===== config.mk =====
export PLATFORM = sky130hd
export DESIGN_NAME = range_access_monitor
export DESIGN_NICKNAME = d
export VERILOG_FILES = /design/src/logic/range_monitor_pkg.sv /design/src/logic/range_match.sv /design/src/logic/range_access_monitor.sv
export SDC_FILE = /design/constraint.sdc
export NUM_CORES = 1
export LEC_CHECK = 0
export BUFFER_PORTS_ARGS = -buffer_cell sky130_fd_sc_hd__clkbuf_2
export CORE_ASPECT_RATIO = 2
export CORE_UTILIZATION = 45
export DETAILED_ROUTE_END_ITERATION = 6
export HOLD_SLACK_MARGIN = 0.05
export PLACE_DENSITY = 0.75
export SLEW_MARGIN = 10
export SYNTH_ARGS = -nofsm -noshare
export SYNTH_HDL_FRONTEND = slang
export SYNTH_HIERARCHICAL = 1
export SYNTH_SLANG_ARGS = --single-unit
export TNS_END_PERCENT = 100

===== constraint.sdc =====
create_clock -name clk_i -period 4.15 [get_ports clk_i]
set_clock_uncertainty 0.2 [all_clocks]
set_input_delay 1.245 -clock clk_i [delete_from_list [all_inputs] [get_ports clk_i]]
set_output_delay 1.245 -clock clk_i [all_outputs]
set_load 0.01 [all_outputs]

===== src/logic/range_monitor_pkg.sv =====
// Constants used by the range access monitor; its match slice uses none of them.
// Assumes the register indices below sit on an AXI4-Lite bus at byte address 4 * index.
// Notes on behaviour
// - Base register holds A[8:1] or A[22:15]; control bit 7 adds A9 or A23.
// - Control bit 6 enables writes, bit 5 reads, bits 4:0 mask low address bits.
// - A set mask bit removes that base bit from the compare.
// - Feature register picks I/O or memory per monitor, holds A0/A14 bits; resets 03h.
// - Basic memory mode compares A[23:14], a 16KB smallest block.
// - Extension registers add base and mask bits for A[13:2], down to 4 bytes.
// - With extension in use, I/O compares all 16 bits unless upper bits masked.
// - Extension registers do nothing until one of them is written after reset.
// - Memory mode matches CPU cycles only, never other bus masters.
// - Without remap, memory decode covers 16MB and aliases above it.
// - Feature bits 7:6 remap each monitor's fine bits to A31, A25, A24.
// - In memory mode the read and write enables qualify memory cycles.
// - Each monitor drives its own access event output.

`default_nettype none

package range_monitor_pkg;

	////////////////////////////////////////////////////////////////////////////////
	// Register indices (byte address = 4 * index)
	localparam logic [7:0] IDX_R1_BASE    = 8'h48;
	localparam logic [7:0] IDX_R1_CTL     = 8'h49;
	localparam logic [7:0] IDX_FEATURE    = 8'hae;
	localparam logic [7:0] IDX_R2_BASE    = 8'hb8;
	localparam logic [7:0] IDX_R2_CTL     = 8'hb9;
	localparam logic [7:0] IDX_EXT_FIRST  = 8'h70;
	localparam logic [7:0] IDX_EXT_LAST   = 8'h75;
	localparam logic [7:0] IDX_IRQ_STATUS = 8'hc0;
	localparam logic [7:0] IDX_IRQ_MASK   = 8'hc1;
	localparam int unsigned EXT_PER_MON   = 3;
	localparam int unsigned EXT_COUNT     = 6;

	////////////////////////////////////////////////////////////////////////////////
	// Reset values
	localparam logic [7:0] RST_BASE    = 8'h00;
	localparam logic [7:0] RST_CTL     = 8'h00;
	localparam logic [7:0] RST_FEATURE = 8'h03;
	localparam logic [7:0] RST_EXT     = 8'h00;
	localparam logic [1:0] RST_IRQ     = 2'h0;

	////////////////////////////////////////////////////////////////////////////////
	// Field positions
	localparam int unsigned CTL_HI_BIT     = 7;
	localparam int unsigned CTL_WR_BIT     = 6;
	localparam int unsigned CTL_RD_BIT     = 5;
	localparam int unsigned CTL_MASK_W     = 5;
	localparam int unsigned FEAT_MASK_BIT0 = 0;
	localparam int unsigned FEAT_BASE_BIT0 = 2;
	localparam int unsigned FEAT_MEM_BIT0  = 4;
	localparam int unsigned FEAT_REMAP_BIT0 = 6;

	////////////////////////////////////////////////////////////////////////////////
	// Address bit positions
	localparam int unsigned IO_BASE_LSB     = 1;
	localparam int unsigned MEM_BASE_LSB    = 15;
	localparam int unsigned IO_UPPER_LSB    = 10;
	localparam int unsigned IO_UPPER_W      = 6;
	localparam int unsigned EXT_HI_LSB      = 6;
	localparam int unsigned EXT_LO_LSB      = 2;
	localparam int unsigned REMAP_TOP_BIT   = 31;
	localparam int unsigned REMAP_MID_BIT   = 25;
	localparam int unsigned REMAP_LOW_BIT   = 24;

	////////////////////////////////////////////////////////////////////////////////
	// AXI responses
	localparam logic [1:0] RESP_OKAY   = 2'h0;
	localparam logic [1:0] RESP_SLVERR = 2'h2;

endpackage

`default_nettype wire


===== src/logic/range_match.sv =====
// One address-range compare slice: qualifies a bus cycle against a pattern.
// Assumes the cycle inputs come from logic on the same clock.

`default_nettype none

module range_match (
	// Pattern
	input  wire logic [31:0] want_i,
	input  wire logic [31:0] care_i,
	input  wire logic        mem_mode_i,
	input  wire logic        rd_en_i,
	input  wire logic        wr_en_i,
	// Bus cycle
	input  wire logic        cyc_valid_i,
	input  wire logic        cyc_write_i,
	input  wire logic        cyc_mem_i,
	input  wire logic        cyc_cpu_i,
	input  wire logic [31:0] cyc_addr_i,
	// Result
	output logic             match_o
);

	logic type_ok;
	logic dir_ok;
	logic addr_ok;

	assign type_ok = (cyc_mem_i == mem_mode_i) && (!cyc_mem_i || cyc_cpu_i);
	assign dir_ok  = cyc_write_i ? wr_en_i : rd_en_i;
	assign addr_ok = ((cyc_addr_i ^ want_i) & care_i) == 32'h0000_0000;
	assign match_o = cyc_valid_i && type_ok && dir_ok && addr_ok;

endmodule

`default_nettype wire


===== src/logic/range_access_monitor.sv =====
// Two programmable address-range access monitors with an AXI4-Lite register slave.
// Assumes host bus cycle inputs are synchronous to clk_i, one cycle per valid pulse.

`default_nettype none

module range_access_monitor #(
	parameter int unsigned AXI_ADDR_W = 12
) (
	// Clock and reset
	input  wire logic                  clk_i,
	input  wire logic                  rst_i,
	// AXI4-Lite write
	input  wire logic [AXI_ADDR_W-1:0] s_axi_awaddr_i,
	input  wire logic                  s_axi_awvalid_i,
	output logic                       s_axi_awready_o,
	input  wire logic [31:0]           s_axi_wdata_i,
	input  wire logic [3:0]            s_axi_wstrb_i,
	input  wire logic                  s_axi_wvalid_i,
	output logic                       s_axi_wready_o,
	output logic [1:0]                 s_axi_bresp_o,
	output logic                       s_axi_bvalid_o,
	input  wire logic                  s_axi_bready_i,
	// AXI4-Lite read
	input  wire logic [AXI_ADDR_W-1:0] s_axi_araddr_i,
	input  wire logic                  s_axi_arvalid_i,
	output logic                       s_axi_arready_o,
	output logic [31:0]                s_axi_rdata_o,
	output logic [1:0]                 s_axi_rresp_o,
	output logic                       s_axi_rvalid_o,
	input  wire logic                  s_axi_rready_i,
	// Host bus cycle
	input  wire logic                  cyc_valid_i,
	input  wire logic                  cyc_write_i,
	input  wire logic                  cyc_mem_i,
	input  wire logic                  cyc_cpu_i,
	input  wire logic [31:0]           cyc_addr_i,
	input  wire logic                  io_upper_zero_i,
	// Events
	output logic                       range_one_hit_event_o,
	output logic                       range_two_hit_event_o,
	output logic                       irq_o
);

	////////////////////////////////////////////////////////////////////////////////
	// Functions

	// Index of a word address; flag says it lands on a mapped register
	function automatic logic [8:0] decode(input logic [AXI_ADDR_W-1:0] a);
		logic [7:0] idx;
		logic       ok;
		idx = a[9:2];
		ok  = (a[1:0] == 2'h0) && (a[AXI_ADDR_W-1:10] == '0);
		ok  = ok && (idx == range_monitor_pkg::IDX_R1_BASE || idx == range_monitor_pkg::IDX_R1_CTL
			|| idx == range_monitor_pkg::IDX_FEATURE || idx == range_monitor_pkg::IDX_R2_BASE
			|| idx == range_monitor_pkg::IDX_R2_CTL || idx == range_monitor_pkg::IDX_IRQ_STATUS
			|| idx == range_monitor_pkg::IDX_IRQ_MASK
			|| (idx >= range_monitor_pkg::IDX_EXT_FIRST && idx <= range_monitor_pkg::IDX_EXT_LAST));
		return {ok, idx};
	endfunction

	// Builds {want, care} for one monitor from its register fields
	function automatic logic [63:0] build(
		input logic       mem,
		input logic [7:0] base,
		input logic [7:0] ctl,
		input logic       fbase,
		input logic       fmask,
		input logic       ext_on,
		input logic [7:0] hi_base,
		input logic [7:0] hi_mask,
		input logic [7:0] lo,
		input logic       remap,
		input logic       upper_zero
	);
		logic [31:0] w;
		logic [31:0] c;
		int unsigned l;
		w = 32'h0000_0000;
		c = 32'h0000_0000;
		l = mem ? range_monitor_pkg::MEM_BASE_LSB : range_monitor_pkg::IO_BASE_LSB;
		// Ten-bit window, A[9:0] or A[23:14]
		w[l +: 8] = base;
		w[l + 8]  = ctl[range_monitor_pkg::CTL_HI_BIT];
		w[l - 1]  = fbase;
		c[l - 1 +: 10] = 10'h3ff;
		c[l +: range_monitor_pkg::CTL_MASK_W] = ~ctl[range_monitor_pkg::CTL_MASK_W-1:0];
		c[l - 1] = ~fmask;
		if (mem && ext_on) begin
			// Fine granularity down to four bytes
			w[range_monitor_pkg::EXT_HI_LSB +: 8] = hi_base;
			c[range_monitor_pkg::EXT_HI_LSB +: 8] = ~hi_mask;
			if (remap) begin
				w[range_monitor_pkg::REMAP_TOP_BIT] = lo[7];
				w[range_monitor_pkg::REMAP_MID_BIT] = lo[5];
				w[range_monitor_pkg::REMAP_LOW_BIT] = lo[4];
				c[range_monitor_pkg::REMAP_TOP_BIT] = ~lo[3];
				c[range_monitor_pkg::REMAP_MID_BIT] = ~lo[1];
				c[range_monitor_pkg::REMAP_LOW_BIT] = ~lo[0];
			end else begin
				w[range_monitor_pkg::EXT_LO_LSB +: 4] = lo[7:4];
				c[range_monitor_pkg::EXT_LO_LSB +: 4] = ~lo[3:0];
			end
		end else if (!mem && ext_on) begin
			// Extension wins over the global ten-bit decode option
			w[range_monitor_pkg::IO_UPPER_LSB +: range_monitor_pkg::IO_UPPER_W] =
				hi_base[range_monitor_pkg::IO_UPPER_W-1:0];
			c[range_monitor_pkg::IO_UPPER_LSB +: range_monitor_pkg::IO_UPPER_W] =
				~hi_mask[range_monitor_pkg::IO_UPPER_W-1:0];
		end else if (!mem && upper_zero) begin
			c[range_monitor_pkg::IO_UPPER_LSB +: range_monitor_pkg::IO_UPPER_W] = 6'h3f;
		end
		// Bits above A23 stay don't-care unless remapped: 16MB aliasing
		return {w, c};
	endfunction

	////////////////////////////////////////////////////////////////////////////////
	// Registers

	logic [7:0]            base_q [2];
	logic [7:0]            ctl_q  [2];
	logic [7:0]            ext_q  [range_monitor_pkg::EXT_COUNT];
	logic [7:0]            feature_q;
	logic                  ext_written;
	logic [1:0]            irq_status;
	logic [1:0]            irq_mask;
	logic [1:0]            hit_q;
	logic [1:0]            match;
	logic                  aw_full;
	logic                  w_full;
	logic [AXI_ADDR_W-1:0] awaddr_q;
	logic [31:0]           wdata_q;
	logic                  wstrb0_q;
	logic                  do_write;
	logic                  reg_wr;
	logic [8:0]            wdec;
	logic [8:0]            rdec;
	logic                  next_aw_full;
	logic                  next_w_full;
	logic [1:0]            next_irq_status;
	logic [1:0]            w1c;

	assign do_write     = aw_full && w_full && !s_axi_bvalid_o;
	// Unmapped or misaligned writes answer SLVERR and must change nothing
	assign reg_wr       = do_write && wstrb0_q && wdec[8];
	assign wdec         = decode(awaddr_q);
	assign rdec         = decode(s_axi_araddr_i);
	assign next_aw_full = (aw_full && !do_write) || (s_axi_awvalid_i && s_axi_awready_o);
	assign next_w_full  = (w_full && !do_write) || (s_axi_wvalid_i && s_axi_wready_o);

	////////////////////////////////////////////////////////////////////////////////
	// AXI4-Lite write channels

	always_ff @(posedge clk_i) begin
		if (rst_i) begin
			aw_full         <= 1'b0;
			w_full          <= 1'b0;
			s_axi_awready_o <= 1'b1;
			s_axi_wready_o  <= 1'b1;
			awaddr_q        <= '0;
			wdata_q         <= 32'h0000_0000;
			wstrb0_q        <= 1'b0;
		end else begin
			aw_full         <= next_aw_full;
			w_full          <= next_w_full;
			s_axi_awready_o <= !next_aw_full;
			s_axi_wready_o  <= !next_w_full;
			if (s_axi_awvalid_i && s_axi_awready_o) begin
				awaddr_q <= s_axi_awaddr_i;
			end
			if (s_axi_wvalid_i && s_axi_wready_o) begin
				wdata_q  <= s_axi_wdata_i;
				wstrb0_q <= s_axi_wstrb_i[0];
			end
		end
	end

	always_ff @(posedge clk_i) begin
		if (rst_i) begin
			s_axi_bvalid_o <= 1'b0;
			s_axi_bresp_o  <= range_monitor_pkg::RESP_OKAY;
		end else if (do_write) begin
			s_axi_bvalid_o <= 1'b1;
			s_axi_bresp_o  <= wdec[8] ? range_monitor_pkg::RESP_OKAY : range_monitor_pkg::RESP_SLVERR;
		end else if (s_axi_bready_i) begin
			s_axi_bvalid_o <= 1'b0;
		end
	end

	////////////////////////////////////////////////////////////////////////////////
	// Configuration registers; only byte lane 0 carries data

	always_ff @(posedge clk_i) begin
		if (rst_i) begin
			base_q[0] <= range_monitor_pkg::RST_BASE;
			base_q[1] <= range_monitor_pkg::RST_BASE;
			ctl_q[0]  <= range_monitor_pkg::RST_CTL;
			ctl_q[1]  <= range_monitor_pkg::RST_CTL;
			feature_q <= range_monitor_pkg::RST_FEATURE;
			irq_mask  <= range_monitor_pkg::RST_IRQ;
			for (int i = 0; i < range_monitor_pkg::EXT_COUNT; i++) begin
				ext_q[i] <= range_monitor_pkg::RST_EXT;
			end
		end else if (reg_wr) begin
			case (wdec[7:0])
				range_monitor_pkg::IDX_R1_BASE:  base_q[0] <= wdata_q[7:0];
				range_monitor_pkg::IDX_R1_CTL:   ctl_q[0]  <= wdata_q[7:0];
				range_monitor_pkg::IDX_R2_BASE:  base_q[1] <= wdata_q[7:0];
				range_monitor_pkg::IDX_R2_CTL:   ctl_q[1]  <= wdata_q[7:0];
				range_monitor_pkg::IDX_FEATURE:  feature_q <= wdata_q[7:0];
				range_monitor_pkg::IDX_IRQ_MASK: irq_mask  <= wdata_q[1:0];
				default: begin
					if (wdec[7:0] >= range_monitor_pkg::IDX_EXT_FIRST
						&& wdec[7:0] <= range_monitor_pkg::IDX_EXT_LAST) begin
						ext_q[3'(wdec[7:0] - range_monitor_pkg::IDX_EXT_FIRST)] <= wdata_q[7:0];
					end
				end
			endcase
		end
	end

	// Any extension write arms the fine decode until the next reset
	always_ff @(posedge clk_i) begin
		if (rst_i) begin
			ext_written <= 1'b0;
		end else if (reg_wr && wdec[7:0] >= range_monitor_pkg::IDX_EXT_FIRST
			&& wdec[7:0] <= range_monitor_pkg::IDX_EXT_LAST) begin
			ext_written <= 1'b1;
		end
	end

	////////////////////////////////////////////////////////////////////////////////
	// AXI4-Lite read channel

	always_ff @(posedge clk_i) begin
		if (rst_i) begin
			s_axi_arready_o <= 1'b1;
			s_axi_rvalid_o  <= 1'b0;
			s_axi_rdata_o   <= 32'h0000_0000;
			s_axi_rresp_o   <= range_monitor_pkg::RESP_OKAY;
		end else if (s_axi_arvalid_i && s_axi_arready_o) begin
			s_axi_arready_o <= 1'b0;
			s_axi_rvalid_o  <= 1'b1;
			s_axi_rresp_o   <= rdec[8] ? range_monitor_pkg::RESP_OKAY : range_monitor_pkg::RESP_SLVERR;
			// Unmapped reads fall to the default and return zero
			case (rdec[7:0] & {8{rdec[8]}})
				range_monitor_pkg::IDX_R1_BASE:    s_axi_rdata_o <= {24'h00_0000, base_q[0]};
				range_monitor_pkg::IDX_R1_CTL:     s_axi_rdata_o <= {24'h00_0000, ctl_q[0]};
				range_monitor_pkg::IDX_R2_BASE:    s_axi_rdata_o <= {24'h00_0000, base_q[1]};
				range_monitor_pkg::IDX_R2_CTL:     s_axi_rdata_o <= {24'h00_0000, ctl_q[1]};
				range_monitor_pkg::IDX_FEATURE:    s_axi_rdata_o <= {24'h00_0000, feature_q};
				range_monitor_pkg::IDX_IRQ_STATUS: s_axi_rdata_o <= {30'h0000_0000, irq_status};
				range_monitor_pkg::IDX_IRQ_MASK:   s_axi_rdata_o <= {30'h0000_0000, irq_mask};
				default: begin
					if (rdec[8]) begin
						s_axi_rdata_o <= {24'h00_0000,
							ext_q[3'(rdec[7:0] - range_monitor_pkg::IDX_EXT_FIRST)]};
					end else begin
						s_axi_rdata_o <= 32'h0000_0000;
					end
				end
			endcase
		end else if (s_axi_rvalid_o && s_axi_rready_i) begin
			s_axi_rvalid_o  <= 1'b0;
			s_axi_arready_o <= 1'b1;
		end
	end

	////////////////////////////////////////////////////////////////////////////////
	// Monitors

	for (genvar m = 0; m < 2; m++) begin : g_mon
		logic [63:0] pat;
		logic        mem_mode;

		assign mem_mode = feature_q[range_monitor_pkg::FEAT_MEM_BIT0 + m];
		assign pat = build(mem_mode, base_q[m], ctl_q[m],
			feature_q[range_monitor_pkg::FEAT_BASE_BIT0 + m],
			feature_q[range_monitor_pkg::FEAT_MASK_BIT0 + m], ext_written,
			ext_q[m * range_monitor_pkg::EXT_PER_MON],
			ext_q[m * range_monitor_pkg::EXT_PER_MON + 1],
			ext_q[m * range_monitor_pkg::EXT_PER_MON + 2],
			feature_q[range_monitor_pkg::FEAT_REMAP_BIT0 + m], io_upper_zero_i);

		range_match u_match (
			.want_i      (pat[63:32]),
			.care_i      (pat[31:0]),
			.mem_mode_i  (mem_mode),
			.rd_en_i     (ctl_q[m][range_monitor_pkg::CTL_RD_BIT]),
			.wr_en_i     (ctl_q[m][range_monitor_pkg::CTL_WR_BIT]),
			.cyc_valid_i (cyc_valid_i),
			.cyc_write_i (cyc_write_i),
			.cyc_mem_i   (cyc_mem_i),
			.cyc_cpu_i   (cyc_cpu_i),
			.cyc_addr_i  (cyc_addr_i),
			.match_o     (match[m])
		);
	end

	// One event per matching cycle, one output per monitor
	always_ff @(posedge clk_i) begin
		if (rst_i) begin
			hit_q <= 2'h0;
		end else begin
			hit_q <= match;
		end
	end

	assign range_one_hit_event_o = hit_q[0];
	assign range_two_hit_event_o = hit_q[1];

	////////////////////////////////////////////////////////////////////////////////
	// Interrupt status, write one to clear; a new event beats a clear

	assign w1c = (reg_wr && wdec[7:0] == range_monitor_pkg::IDX_IRQ_STATUS)
		? wdata_q[1:0] : 2'h0;
	assign next_irq_status = (irq_status & ~w1c) | hit_q;

	always_ff @(posedge clk_i) begin
		if (rst_i) begin
			irq_status <= range_monitor_pkg::RST_IRQ;
			irq_o      <= 1'b0;
		end else begin
			irq_status <= next_irq_status;
			irq_o      <= |(next_irq_status & irq_mask);
		end
	end

	////////////////////////////////////////////////////////////////////////////////
	// Checks

	a_hit_needs_cycle: assert property (@(posedge clk_i) disable iff (rst_i)
		range_one_hit_event_o |-> $past(cyc_valid_i))
		else $error("hit without bus cycle");

	a_mem_cpu_only: assert property (@(posedge clk_i) disable iff (rst_i)
		range_two_hit_event_o && $past(cyc_mem_i) |-> $past(cyc_cpu_i))
		else $error("memory hit from non-CPU master");

	a_write_dir_gate: assert property (@(posedge clk_i) disable iff (rst_i)
		range_one_hit_event_o && $past(cyc_write_i) |-> $past(ctl_q[0][6]))
		else $error("write hit with write decode off");

	a_read_dir_gate: assert property (@(posedge clk_i) disable iff (rst_i)
		range_two_hit_event_o && !$past(cyc_write_i) |-> $past(ctl_q[1][5]))
		else $error("read hit with read decode off");

	a_feature_reset: assert property (@(posedge clk_i)
		$past(rst_i) |-> feature_q == range_monitor_pkg::RST_FEATURE)
		else $error("feature register reset value wrong");

	a_io_base_compare: assert property (@(posedge clk_i) disable iff (rst_i)
		range_one_hit_event_o && $past(!feature_q[4])
		|-> (($past(cyc_addr_i[8:1]) ^ $past(base_q[0])) & {3'h7, ~$past(ctl_q[0][4:0])}) == 8'h00)
		else $error("I/O hit disagrees with base");

	a_io_upper_ext: assert property (@(posedge clk_i) disable iff (rst_i)
		range_one_hit_event_o && $past(ext_written && !feature_q[4] && ext_q[1][5:0] == 6'h00)
		|-> $past(cyc_addr_i[15:10]) == $past(ext_q[0][5:0]))
		else $error("I/O upper bits ignored with extension on");

	a_ext_dormant: assert property (@(posedge clk_i) disable iff (rst_i)
		range_two_hit_event_o && $past(!ext_written && feature_q[5] && ctl_q[1][4:0] == 5'h00)
		|-> $past(cyc_addr_i[22:15]) == $past(base_q[1]))
		else $error("memory hit disagrees with base");

	a_status_sticky: assert property (@(posedge clk_i) disable iff (rst_i)
		irq_status[0] && !w1c[0] |=> irq_status[0])
		else $error("status bit dropped without clear");

	a_bresp_holds: assert property (@(posedge clk_i) disable iff (rst_i)
		s_axi_bvalid_o && !s_axi_bready_i |=> s_axi_bvalid_o && $stable(s_axi_bresp_o))
		else $error("write response dropped early");

endmodule

`default_nettype wire


==> impl_summary.log <==
INFO  metric finish.instance_area = 0.0102 mm2
INFO  metric report.final.setup_viol = 0
INFO  metric grt_remaining_overflow = 0
INFO  metric worst_ep_required_time = 4250 ps
INFO  metric tightest_slew = about 900 ps
INFO  metric crit_path_start_kind = input pin
INFO  metric vdd_drop_max = between 300 and 400 uV
INFO  metric wire_length_of_the_first_global_routing_pass = around 42,000 um
INFO  metric gr-usage-all-layers = ~29%
INFO  metric vias_in_the_first_global_route = 7,195
INFO  metric reg2reg_setup_slack = approximately 810 ps
INFO  metric fin_cells = 1,284
INFO  metric synth_area_leaders = sky130_fd_sc_hd__edfxtp_1, sky130_fd_sc_hd__dfxtp_1, sky130_fd_sc_hd__xor2_1
INFO  metric worst_r2r_startpoint = ext_written$_SDFFE_PP0P_
INFO  metric cts_inserted_buffers = 17
INFO  metric clock_insertion_delay_worst_skew = 430 ps
INFO  metric worstReg2RegEnd = hit_q[0]$_SDFF_PP0_
INFO  metric slew_headroom = just under 40%
INFO  metric hold_crit_path_type = reg -> reg
INFO  metric placedInstanceArea = 0.00964 mm2
INFO  metric rr_worst_depth = 10
INFO  metric postCtsSetupBuffers = 0
INFO  metric worstSetupPathType = in -> reg
INFO  metric synth_simple_gate_area_share = around 20%
INFO  metric drt_first_pass_iters = 5
INFO  metric antenna_left = 0
INFO  metric clkPwrFrac = about two fifths
INFO  metric root_buffer = sky130_fd_sc_hd__clkbuf_16
INFO  metric die_area = 0.0204 mm2
INFO  metric maximum_number_of_pins_on_one_net_before_global_route_repair = 52
INFO  metric synth_commonest_cells = sky130_fd_sc_hd__edfxtp_1, sky130_fd_sc_hd__and2_1, sky130_fd_sc_hd__nand2_1, sky130_fd_sc_hd__xor2_1, sky130_fd_sc_hd__dfxtp_1
INFO  metric setup-tns-final = 0 ps
INFO  metric power.leakage = slightly above 4 nW
INFO  metric net-switching-power = between 0.9 and 1 mW
INFO  metric switching_share = approximately 27%
INFO  metric placed_cells_incl_taps = roughly 1,300
INFO  metric chipHeight = around 200 um
INFO  metric cts.path.max_buffers = 2
INFO  metric yosysMostFrequentCell = sky130_fd_sc_hd__edfxtp_1
INFO  metric total_count_of_hold_check_failures_in_the_final_report = 0
INFO  metric synth-xor-area-share = 6.28%
INFO  metric clk_pin_slew_worst_paths = about 70 ps
INFO  metric min-delay-start = awaddr_q[1]$_SDFFE_PP0P_
INFO  metric dominant_combinational_cell_family_by_area_after_synthesis = simple AND/OR/NAND/NOR gates
INFO  metric timing.max_cap.violations = 0
INFO  metric initial_utilization = between 40% and 50%
INFO  metric power-per-cell-area = ~350 mW/mm2
INFO  metric globalplace.congestion = 1.03
INFO  metric synth.top_cell.area_share = around 32%
INFO  metric final_min_period_over_clock_period = about 81%
INFO  metric synth_compound_gate_area_share = approximately 16%
INFO  metric syn-mean-instance-area = between 9 and 10 um2
INFO  metric htreeDepth = 4
INFO  metric synth.yosys.seq_area_share = ~44%
INFO  metric synth.largest_area_cell = sky130_fd_sc_hd__edfxtp_1
INFO  metric combPwrFrac = about 10%
INFO  metric clock_sink_count = 150
INFO  metric post_cts_resized = 0
INFO  metric hold-path-cell-count = 2
INFO  metric synthesis.area = a little under 0.009 mm2
INFO  metric timing.critical_path.to_type = flip-flop
INFO  metric synth_adder_area_share = 0%
INFO  metric synth_enable_flop_cells = 96
INFO  metric via_count_of_the_routed_design = 7,261
INFO  metric layout-drive-gt1-share = 19.4%
INFO  metric timing.critical_path.fanout_max = 25
INFO  metric grt_antenna_before_repair = 0
INFO  metric drt-initial-drc-count = 550
INFO  metric tritoncts = done
INFO  metric power.share.sequential = a little under half
INFO  metric ys_dominant_reg_cell = sky130_fd_sc_hd__edfxtp_1
INFO  metric status = complete, no violations
INFO  metric synth.lib_cells_used.distinct = 69
INFO  metric io-pin-count = about 150
INFO  metric timing.final.crit_period = 3340 ps
INFO  metric drt_drc_violations_left = 0
INFO  metric place.detailed.hpwl = roughly 22,000 um
INFO  metric detail_route.wl_per_cell = ~22 um
INFO  metric area.growth.synth_to_final = 14.4%
INFO  metric die_width = 102 um
INFO  metric internal_power = between 2 and 3 mW
INFO  metric grt_setup_unrepaired = no
INFO  metric antenna_cells = 0
INFO  metric postRouteWirelength = 28,000 um
INFO  metric synthesis.instances = 904
INFO  metric avgViaCountPerCell = ~5.7
INFO  metric yosys-mux-area-fraction = 7.85%
INFO  metric placement_rows = 72
INFO  metric drv_slew = 0
INFO  metric worstPathArrival = roughly 3400 ps
INFO  metric ys_seq_elements = 150
INFO  metric postCtsHoldBufs = 0
INFO  metric asyncSetResetFlopFracSynth = 0%
INFO  metric final_net_count = about 1,100
INFO  metric portBuffers = 94
INFO  metric max_freq = 299 MHz
INFO  metric holdPathEnd = awaddr_q[1]$_SDFFE_PP0P_
INFO  metric yosysWarnings = 6
INFO  metric design.core.area = roughly 0.019 mm2
[layout make-up]
type	instances	area, um2
fill	1772	9160
multi-input combinational	701	4640
sequential	150	3970
timing repair buffer	110	591
clock buffer	18	439
tap	259	324
clock inverter	14	129
inverter	32	120
[worst max-delay path: stages]
cell	delay [ps]
sky130_fd_sc_hd__clkbuf_2	320
sky130_fd_sc_hd__buf_4	370
sky130_fd_sc_hd__nor4b_2	710
sky130_fd_sc_hd__nor4_1	220
sky130_fd_sc_hd__a221oi_1	430
sky130_fd_sc_hd__o31ai_1	110
[per-stage QoR]
stage | util, % | setup slack (ps) | power, mW | hold slack (ps)
2_1_floorplan | - | 1110 | 1.94 | 236
3_3_place_gp | 49.8 | 439 | 2.08 | 242
3_5_place_dp | 49.8 | 376 | 2.09 | 255
4_1_cts | 52.7 | 859 | 3.56 | 264
5_1_grt | 52.7 | 733 | 3.66 | 283
6_report | 52.7 | 808 | 3.55 | 259
[registers in the layout, indices dropped and copies added, names as in the netlist]
| register | flops |
|---|---|
| base_q | 16 |
| s_axi_arready_o | 1 |
| ext_written | 1 |
| hit_q | 2 |
| s_axi_awready_o | 1 |
| ctl_q | 16 |
| s_axi_bresp_o | 1 |
| w_full | 1 |
| awaddr_q | 12 |
| irq_status | 2 |
| s_axi_bvalid_o | 1 |
| s_axi_rvalid_o | 1 |
| aw_full | 1 |
| feature_q | 8 |
| irq_mask | 2 |
| s_axi_rresp_o | 1 |
| irq_o | 1 |
| wdata_q | 8 |
| wstrb0_q | 1 |
| ext_q | 64 |
| s_axi_wready_o | 1 |
| s_axi_rdata_o | 8 |
[layout by cell type (no fill, tap or decap), drive strengths merged, types with 43 or more instances in the layout]
| master | count |
|---|---|
| clkbuf | 112 |
| edfxtp | 96 |
| and2 | 90 |
| nand2 | 81 |
| xor2 | 64 |
| conb | 62 |
| dfxtp | 54 |
| o21ai | 52 |
| nor2 | 44 |
| a21oi | 43 |
[how the worst max path moves through the flow]
stage / to / start / depth (start not counted)
floorplan: s_axi_rdata_o[2]$_SDFFE_PP0P_ / s_axi_araddr_i[2] / 7
global placement: s_axi_rdata_o[0]$_SDFFE_PP0P_ / s_axi_araddr_i[2] / 6
detailed placement: s_axi_rdata_o[4]$_SDFFE_PP0P_ / s_axi_araddr_i[2] / 6
CTS: s_axi_rdata_o[4]$_SDFFE_PP0P_ / s_axi_araddr_i[2] / 6
global route: hit_q[0]$_SDFF_PP0_ / ext_written$_SDFFE_PP0P_ / 10
finish: s_axi_rdata_o[4]$_SDFFE_PP0P_ / s_axi_araddr_i[2] / 6
[power groups by stage]
stage	clock network, mW	registers, mW	logic, mW
6_report	1.49	1.71	0.360
5_1_grt	1.56	1.71	0.389
4_1_cts	1.50	1.70	0.356
3_5_place_dp	0	1.74	0.354
3_3_place_gp	0	1.73	0.349
2_1_floorplan	0	1.70	0.247
[metal layers]
| metal | global-route usage [%] | vias up | wire (um) |
|---|---|---|---|
| li1 | - | 3401 | - |
| met1 | 27.3 | 3382 | 8990 |
| met2 | 49.6 | 358 | 14600 |
| met5 | 0 | - | 0 |
| met3 | 5.52 | 120 | 1670 |
| met4 | 26.6 | 0 | 2730 |
[cell families (layout without fill, tap and decap cells)]
group / count (synthesis) / after routing
mux: 52 / 52
xor+xnor: 64 / 64
buf+inv: 114 / 174
flops: 150 / 150
simple gates: 324 / 324
other cells: 1 / 62
compound gates: 199 / 199
No activity file was read; power rests on OpenSTA's default activity.
